**config.mk**
```make
export PLATFORM = sky130hd
export DESIGN_NAME = mapc_aux_pins
export DESIGN_NICKNAME = d
export VERILOG_FILES = /design/src/mapc_pkg.sv /design/src/mapc_aux_pins.sv /design/src/mapc_edge_sync.sv
export VERILOG_INCLUDE_DIRS = /design/src
export SDC_FILE = /design/constraint.sdc
export NUM_CORES = 1
export LEC_CHECK = 0
export BUFFER_PORTS_ARGS = -buffer_cell sky130_fd_sc_hd__buf_2
export CORE_ASPECT_RATIO = 1.75
export CORE_MARGIN = 5
export CORE_UTILIZATION = 61
export CTS_CLUSTER_DIAMETER = 50
export DETAILED_ROUTE_END_ITERATION = 12
export PLACE_DENSITY = 0.9
export SLEW_MARGIN = 5
export SYNTH_ARGS = -nofsm -noshare
export SYNTH_HDL_FRONTEND = slang
export SYNTH_SLANG_ARGS = --single-unit
```
**constraint.sdc**
```tcl
create_clock -name clk -period 5.2 [get_ports clk]
set_input_delay 0.52 -clock clk [delete_from_list [all_inputs] [get_ports clk]]
set_output_delay 0.52 -clock clk [all_outputs]
set_load 0.02 [all_outputs]
```
**src/mapc_cfg.svh**
```systemverilog
/*
 * constants for the mode and auxiliary pin block: timing counts and reset values.
 * assumes inclusion by the design module mapc_aux_pins only.
 */
`ifndef MAPC_CFG_SVH
`define MAPC_CFG_SVH

// ****************************************************************
// clocking
// ****************************************************************
`define MAPC_CLK_FREQ_HZ 40000000
`define MAPC_AUXCLK_FREQ_HZ 7680000
// accumulator step for the fractional clock divider: twice the output rate
// as a fraction of 2^16 of clk; 64-bit math, the product overflows 32 bits
`define MAPC_ACC_WIDTH 16
`define MAPC_ACC_STEP ((64'(`MAPC_AUXCLK_FREQ_HZ) * 64'h2 * (64'h1 << `MAPC_ACC_WIDTH)) \
	/ 64'(`MAPC_CLK_FREQ_HZ))

// ****************************************************************
// pulses and reset values
// ****************************************************************
`define MAPC_RESET_PULSE_NS 1000
`define MAPC_RESET_PULSE_CYC \
	(((`MAPC_RESET_PULSE_NS * 40) + 999) / 1000)
`define MAPC_RST_PIN_OUT 1'h0
`define MAPC_RST_AUXCLK 1'h0

`endif

```
**src/mapc_pkg.sv**
```systemverilog
/*
 * types shared by the mode and auxiliary pin block.
 * assumes the config header is on the include path.
 */
package mapc_pkg;

	// ****************************************************************
	// operating modes
	// ****************************************************************
	typedef enum logic [1:0] {
		MAPC_TERMINAL = 2'h0,
		MAPC_TRUNK_LC = 2'h1,
		MAPC_SUBSCR_LC = 2'h2
	} mapc_mode_type;

	// ****************************************************************
	// configuration of pin 7
	// ****************************************************************
	typedef struct packed {
		logic sgSelect;    // pin drives the s/g bit
		logic outEnable;   // general output drive
		logic outLevel;    // level written by software
		logic intMask;     // 1 masks the interrupt
		logic edgeTrig;    // 1 edge, 0 level (low active)
	} mapc_aux_cfg_type;

	// status of pin 7 back to software
	typedef struct packed {
		logic inLevel;
		logic intReq;
	} mapc_aux_stat_type;

endpackage : mapc_pkg

```
**src/mapc_aux_pins.sv**
```systemverilog
/*
 * mode strap decode, external awake, pin 7, activation led, aux clock, reset out.
 * assumes pins synchronous to clk; strap pins stable while rst_n is low.
 */
// Functional notes
// - pin 7 readable and writable general I/O
// - pin 7 input raises maskable edge/level interrupt
// - pin 7 alternatively drives the s/g bit
// - first mode pin: low terminal, high linecard
// - second pin picks linecard variant or awake
// - awake falling edge interrupts, optional reset pulse
// - continuous 7.68 MHz clock, free running
`timescale 1ns/1ps
`include "mapc_cfg.svh"
module mapc_aux_pins import mapc_pkg::*; #(
	parameter int RESET_PULSE_CYC = `MAPC_RESET_PULSE_CYC
) (
	input wire logic clk,
	input wire logic rst_n,
	input wire logic modeSelectFirst,
	input wire logic modeSelectSecond,
	output mapc_mode_type opMode,
	input wire mapc_aux_cfg_type auxCfg,
	output mapc_aux_stat_type auxStat,
	input wire logic auxIntClear,
	input wire logic auxPin7In,
	output logic auxPin7Out,
	output logic auxPin7Oe,
	input wire logic sgBitIn,
	input wire logic awakeResetEnable,
	input wire logic awakeIntClear,
	output logic awakeIntReq,
	input wire logic ledAutoMode,
	input wire logic ledSoftLevel,
	input wire logic sActivated,
	output logic activationLedOutput,
	output logic auxClockOutput,
	input wire logic watchdogExpired,
	input wire logic hostResetRequest,
	output logic resetOutputPinOut,
	output logic resetOutputPinOe
);
	// ****************************************************************
	// strap capture
	// ****************************************************************
	mapc_mode_type mode_reg, mode_next;

	// straps are sampled while reset is held, so mode is stable after release
	always_comb begin
		mode_next = mode_reg;
		if (!rst_n) begin
			if (!modeSelectFirst)
				mode_next = MAPC_TERMINAL;
			else if (!modeSelectSecond)
				mode_next = MAPC_TRUNK_LC;
			else
				mode_next = MAPC_SUBSCR_LC;
		end
	end

	always_ff @(posedge clk) begin
		mode_reg <= mode_next;
	end
	assign opMode = mode_reg;

	// ****************************************************************
	// input synchronisers
	// ****************************************************************
	logic awakeLevel, awakeFall;
	logic auxLevel, auxFall;

	mapc_edge_sync #(.RESET_LEVEL(1'h1)) awakeSync (
		.clk(clk),
		.rst_n(rst_n),
		.pinIn(modeSelectSecond),
		.levelOut(awakeLevel),
		.fallPulse(awakeFall)
	);

	mapc_edge_sync #(.RESET_LEVEL(1'h1)) auxSync (
		.clk(clk),
		.rst_n(rst_n),
		.pinIn(auxPin7In),
		.levelOut(auxLevel),
		.fallPulse(auxFall)
	);

	// ****************************************************************
	// interrupts and reset pulse
	// ****************************************************************
	logic awakeInt_reg, awakeInt_next;
	logic auxInt_reg, auxInt_next;
	logic [15:0] pulseCnt_reg, pulseCnt_next;
	logic awakeEvent, auxEvent;

	// pin 7 as input only when neither s/g drive nor general output is enabled; level mode fires while low
	assign awakeEvent = awakeFall && (mode_reg == MAPC_TERMINAL);
	assign auxEvent = !auxCfg.sgSelect && !auxCfg.outEnable && !auxCfg.intMask
		&& (auxCfg.edgeTrig ? auxFall : !auxLevel);

	// set beats clear so an event in the clearing cycle survives
	always_comb begin
		awakeInt_next = awakeInt_reg;
		auxInt_next = auxInt_reg;
		pulseCnt_next = pulseCnt_reg;
		if (awakeIntClear)
			awakeInt_next = 1'h0;
		if (awakeEvent)
			awakeInt_next = 1'h1;
		if (auxIntClear)
			auxInt_next = 1'h0;
		if (auxEvent)
			auxInt_next = 1'h1;
		if (pulseCnt_reg != 16'h0000)
			pulseCnt_next = pulseCnt_reg - 16'h0001;
		if (awakeEvent && awakeResetEnable)
			pulseCnt_next = 16'(RESET_PULSE_CYC);
	end

	always_ff @(posedge clk) begin
		if (!rst_n) begin
			awakeInt_reg <= 1'h0;
			auxInt_reg <= 1'h0;
			pulseCnt_reg <= 16'h0000;
		end else begin
			awakeInt_reg <= awakeInt_next;
			auxInt_reg <= auxInt_next;
			pulseCnt_reg <= pulseCnt_next;
		end
	end
	assign awakeIntReq = awakeInt_reg;
	assign auxStat.intReq = auxInt_reg;
	assign auxStat.inLevel = auxLevel;

	// ****************************************************************
	// pin 7, led and reset output
	// ****************************************************************
	logic pin7Out_reg, pin7Out_next;
	logic pin7Oe_reg, pin7Oe_next;
	logic led_reg, led_next;
	logic rstDrv_reg, rstDrv_next;

	// open drain pin: drive low only, release for a high
	always_comb begin
		if (auxCfg.sgSelect) begin
			pin7Oe_next = !sgBitIn;
			pin7Out_next = 1'h0;
		end else begin
			pin7Oe_next = auxCfg.outEnable && !auxCfg.outLevel;
			pin7Out_next = 1'h0;
		end
		led_next = ledAutoMode ? !sActivated : ledSoftLevel;
		rstDrv_next = watchdogExpired || hostResetRequest
			|| (pulseCnt_reg != 16'h0000);
	end

	always_ff @(posedge clk) begin
		if (!rst_n) begin
			pin7Out_reg <= 1'h0;
			pin7Oe_reg <= 1'h0;
			led_reg <= 1'h1;
			rstDrv_reg <= 1'h0;
		end else begin
			pin7Out_reg <= pin7Out_next;
			pin7Oe_reg <= pin7Oe_next;
			led_reg <= led_next;
			rstDrv_reg <= rstDrv_next;
		end
	end
	assign auxPin7Out = pin7Out_reg;
	assign auxPin7Oe = pin7Oe_reg;
	assign activationLedOutput = led_reg;
	assign resetOutputPinOut = `MAPC_RST_PIN_OUT;
	assign resetOutputPinOe = rstDrv_reg;

	// ****************************************************************
	// free running auxiliary clock
	// ****************************************************************
	logic [`MAPC_ACC_WIDTH-1:0] acc_reg, acc_next;
	logic clk768_reg, clk768_next;
	logic accCarry;

	// phase accumulator: truncated step gives an average of about 7.6797 MHz, edges jitter by one cycle,
	// the best a 40 MHz clock can do; never tied to the s interface
	always_comb begin
		{accCarry, acc_next} = {1'h0, acc_reg} + (`MAPC_ACC_WIDTH+1)'(`MAPC_ACC_STEP);
		clk768_next = accCarry ? !clk768_reg : clk768_reg;
	end

	always_ff @(posedge clk) begin
		if (!rst_n) begin
			acc_reg <= '0;
			clk768_reg <= `MAPC_RST_AUXCLK;
		end else begin
			acc_reg <= acc_next;
			clk768_reg <= clk768_next;
		end
	end
	assign auxClockOutput = clk768_reg;
endmodule : mapc_aux_pins

```
**src/mapc_edge_sync.sv**
```systemverilog
/*
 * two flop synchroniser with a falling edge pulse and a synced level.
 * assumes one clock and a synchronous active low reset.
 */
`timescale 1ns/1ps
module mapc_edge_sync #(
	parameter logic RESET_LEVEL = 1'h1
) (
	input wire logic clk,
	input wire logic rst_n,
	input wire logic pinIn,
	output logic levelOut,
	output logic fallPulse
);
	logic meta_reg, meta_next;
	logic sync_reg, sync_next;
	logic prev_reg, prev_next;

	// next values; first stage is read only by the second
	always_comb begin
		meta_next = pinIn;
		sync_next = meta_reg;
		prev_next = sync_reg;
	end

	// ****************************************************************
	// registers
	// ****************************************************************
	always_ff @(posedge clk) begin
		if (!rst_n) begin
			meta_reg <= RESET_LEVEL;
			sync_reg <= RESET_LEVEL;
			prev_reg <= RESET_LEVEL;
		end else begin
			meta_reg <= meta_next;
			sync_reg <= sync_next;
			prev_reg <= prev_next;
		end
	end

	assign levelOut = sync_reg;
	assign fallPulse = prev_reg & ~sync_reg; // one pulse per edge
endmodule : mapc_edge_sync

```
# After elaboration in Yosys (flattened, before gate mapping)
# Cells that the tools add are included.
[word_totals] regBits=46 input_bits=19 output_inout_bits=11 word_cells=55
[op_classes] n_addsub=2 muxes=10 bitwise_logic=5 reduce_logical=22
[op_table] cell="16-bit by 15-bit adder with 17-bit output, second input constant" n=1
[op_table] cell="16-bit nonzero test" n=1
[op_table] cell="16-bit by 1-bit subtractor with 16-bit output, second input constant" n=1
[op_table] cell="6-bit two-way mux" n=2
[op_table] cell="1-bit logical NOT" n=8
[op_table] cell="1-bit two-way mux" n=7
[op_table] cell="1-bit logical AND" n=6
[op_table] cell="2-bit nonzero test" n=3
[op_table] cell="1-bit inverter" n=3
[op_table] cell="1-bit AND" n=2
[op_table] cell="2-bit logical NOT" n=1
[op_table] cell="1-bit logical OR" n=2
[op_table] cell="2-bit two-way mux" n=1
[op_table] cell="2-bit OR reduction" n=1

# Longest topological paths before layout
[logic_depth] ltp_word=5 ltp_mapped=7 depth_no_buf=6

# Cells and area by module
# From an unflattened synthesis, not the netlist that was laid out.
[hier_totals] cells_unflattened=232 area_unflattened_um2=2069.5
[modules_own_cells] module="mapc_aux_pins" n_inst=1 cells_each=218 area_per_inst_um2=1899.3 seq_area_each_um2=820.8
[modules_own_cells] module="mapc_edge_sync" n_inst=2 cells_each=7 area_per_inst_um2=85.1 seq_area_each_um2=60.1

# Least setup slack after synthesis
# OpenSTA, ideal clock, no wires.
[synth_timing] kind="flip-flop to flip-flop" from="register pulseCnt_reg[0]" to="register pulseCnt_reg[12]" setup_ps=117 t_arrival_ps=1556 path_slack_ps=3527 stages_incl_launch_ff=8 n_path_buf=1 cell_sequence="dfxtp_1 inv_1 ha_1 or3b_1 buf_4 nor4_4 mux2i_1 nor2_1"
[synth_between] elab_chain_cells=1
[synth_rtl] element="from (decl)" line="mapc_aux_pins.sv:93" rtl="logic [15:0] pulseCnt_reg, pulseCnt_next;"
[synth_rtl] element="from (signal assigned)" line="mapc_aux_pins.sv:128" rtl="pulseCnt_reg <= pulseCnt_next;"
[synth_rtl] element="16-bit by 1-bit subtractor with 16-bit output / 16-bit nonzero test (equally long branches)" line="mapc_aux_pins.sv:115, mapc_aux_pins.sv:114"
# Several ways; a longest one is shown, not always the timed one.
# A chain may end at the register's enable or synchronous reset.

# Worst setup path in the final report
[layout_timing] from="register mode_reg[1] (netlist: opMode[1])" to="register pulseCnt_reg[15]"
[layout_between] elab_chain_cells=4
[layout_rtl] element="from (decl)" line="mapc_aux_pins.sv:46" rtl="mapc_mode_type mode_reg, mode_next;"
[layout_rtl] element="from (signal assigned)" line="mapc_aux_pins.sv:62" rtl="mode_reg <= mode_next;"
[layout_rtl] element="2-bit logical NOT" line="mapc_aux_pins.sv:97" rtl="assign awakeEvent = awakeFall && (mode_reg == MAPC_TERMINAL);"
[layout_rtl] element="1-bit logical AND" line="mapc_aux_pins.sv:97"
[layout_rtl] element="1-bit logical AND" line="mapc_aux_pins.sv:116" rtl="if (awakeEvent && awakeResetEnable)"
[layout_rtl] element="2-bit OR reduction (no source line)"
# Every way passes these cells.

==> impl_metrics.tcl <==
set metrics [dict create \
    status "completed" \
    max_freq_mhz 472 \
    ys_top_cells_by_area "dfxtp_1 41%, a21oi_1 4.7%, nand2b_1 3.2%, nor2_1 3.0%, nor4_4 3.0%" \
    synth_compound_area_frac 0.179 \
    crit_family "compound AO/OA/AOI/OAI gates" \
    route.detailed.drc 0 \
    clk_pin_slew_worst_paths_ps 80 \
    cts_tree "built" \
    vdd_drop_max_v 0.000341 \
    antenna_found_initial 0 \
    ys_top_cells_by_count "44 x dfxtp_1, 20 x a21oi_1, 17 x nor2_1, 14 x nand2_1, 12 x o21ai_0" \
    vias 1787 \
    path_common_cell "o21ai_1" \
    drive_above_1_share 0.173 \
    hold_buffers 0 \
    avgSynthCellArea_sq_um 9.23 \
    routabilityCongestion 0.862 \
    synth_top_family_by_area "simple AND/OR/NAND/NOR gates" \
    setup_tns_ps 0 \
    place_ws_ps 3100 \
    ant_nets 0 \
    grt_pass1_vias 1863 \
    nNetsFinal 280 \
    critPathLaunchType "flip-flop" \
    synth-seq-cells 46 \
    slew_headroom 0.357 \
    crit_type "flip-flop to flip-flop" \
    worst-path-max-fanout 13 \
    grt_use_total 0.213 \
    cts-root-buf "clkbuf_8" \
    synth-seq-area-share 0.437 \
    avgRoutedWirePerCell_um 14.6 \
    yosysTopAreaCell "dfxtp_1" \
    synthAdderAreaFrac 0.0116 \
    fin_crit_ps 2120 \
    syn_area_sq_um 2150 \
    period_share 0.407 \
    cts_sinks 46 \
    cts_buffers 5 \
    cts_buffer_depth 2 \
    tightest_slew_ps 958 \
    ys.flop_type "dfxtp_1" \
    crit_path_end_kind "flip-flop" \
    p_int_w 0.000760 \
    stdcell_count 305 \
    grt_pass1_wl_um 7600 \
    dp_hpwl_um 3340 \
    cp_slowest_stage_delay_ps 770 \
    diodes 0 \
    cpMaxStageDelayCell "o21ai_1" \
    drv_slew 0 \
    fin_skew_ps 4.67 \
    cp_num_buf_inv 0 \
    min-delay-path-class "input pin to flip-flop" \
    initial_utilization 0.633 \
    yosysTopAreaCellShare 0.410 \
    areaGrowthSynthToFinish_pct 10.3 \
    yosysMostFrequentCell "dfxtp_1" \
    swShare 0.414 \
    hold_violations 0 \
    setup_viol 0 \
    fp.dieW_um 54.9 \
    first_iter_violations 30 \
    synthMuxAreaShare 0.0233 \
    row_count 28 \
    fin_ws_ps 3080 \
    cp.depth 4 \
    p_clk_frac 0.163 \
    seqPwrFrac 0.404 \
    viasPerCell 5.86 \
    drv_cap 0 \
    total_power_w 0.00130 \
    utilization 0.698 \
    combPwrFrac 0.433 \
    synthXorXnorAreaFrac 0.0244 \
    cts_setup_buffers 0 \
    routed_wl_um 4460 \
    core_area_sq_um 3400 \
    synth_edf_count 2 \
    grt_max_degree 23 \
    synthSimpleGateAreaFrac 0.280 \
    rsz0062_at_grt "no" \
    async_flop_share 0 \
    cts.repair.resized 0 \
    hold_depth 2 \
    clkLatencyLatePin_ps 300 \
    grt.overflow.total 0 \
    synth_cells 233 \
    fp.dieH_um 88.6 \
    yosys_warnings 0 \
    ctsHtreeMaxLevel 2 \
    num_io_pins 30 \
    power.leakage_nw 0.985 \
    powerDensity_nw_per_um2 547 \
    p_switching_w 0.000537 \
    port_buffers 27 \
    place_inst 297 \
    cp_data_required_time_ps 5390 \
    worstPathCellList "or4b_1, o21ai_1, or4_1, o21ai_1" \
    ys_types 55 \
    crit_arrival_ps 2310 \
    firstDrtPassIters 4 \
    die_area_sq_um 4860 \
    rr_worst_depth 4 \
]
## final timing paths
kind	from	end	slack, ps
max	opMode[1]	pulseCnt_reg[15]	3080
min	auxPin7In	auxSync.meta_reg	400
max reg2reg	opMode[1]	pulseCnt_reg[15]	3080
min reg2reg	awakeSync.meta_reg	awakeSync.levelOut	430
## cell usage in the layout, fill, tap and decap left out, types with 3 or more instances in the layout
master    Yosys  final
a21o_1        3      3
a21oi_1      20     20
a31oi_1       4      4
and2_1        4      4
buf_2         1     27
clkbuf_1      2      3
clkbuf_8      0      5
dfxtp_1      44     44
inv_1        10     10
mux2i_1       5      5
nand2_1      14     14
nand2b_1     11     11
nand3_1       4      4
nor2_1       17     17
nor3_1        7      7
nor4_4        3      3
o21ai_0      12     12
o21ai_1       3      3
o31ai_1       4      4
or3_1         7      7
or4_1         5      5
xor2_1        6      6
## per-layer routing
| metal | global-route usage | up-vias | share of wire |
|---|---|---|---|
| li1 | - | 896 | - |
| met1 | 0.212 | 855 | 0.36 |
| met2 | 0.383 | 25 | 0.57 |
| met3 | 0.0455 | 11 | 0.032 |
| met4 | 0.122 | 0 | 0.033 |
| met5 | 0 | - | 0 |
## final cells by class
| type | count | area, sq um |
|---|---|---|
| Tap cell | 45 | 56.3 |
| Sequential cell | 46 | 941 |
| Multi-Input combinational cell | 169 | 1120 |
| Fill cell | 286 | 1030 |
| Timing Repair Buffer | 27 | 135 |
| Clock buffer | 8 | 80.1 |
| Inverter | 10 | 37.5 |
## per-stage QoR
stage	cell area (sq um)	hold WS, ps
3_5_place_dp	2290	403
2_1_floorplan	2150	386
3_3_place_gp	2290	392
5_1_grt	2370	418
6_report	2370	402
4_1_cts	2370	402
## cells by family after synthesis
logic type | count (synthesis)
AND/OR/NAND/NOR | 94
AO/OA/AOI/OAI | 60
flip-flops | 46
buffers and inverters | 19
XOR/XNOR | 6
multiplexers | 5
adder cells (fa/ha/maj) | 2
other | 1
## power by group through the flow
stage                     Combinational (W)  Sequential (W)  Clock [W]
after CTS                          0.000562        0.000521   0.000214
final                              0.000562        0.000524   0.000211
after global routing               0.000619        0.000535   0.000230
after floorplan                    0.000461        0.000514          0
after detailed placement           0.000559        0.000530          0
after global placement             0.000545        0.000526          0
Note: power is estimated with default switching activity, not from simulation.
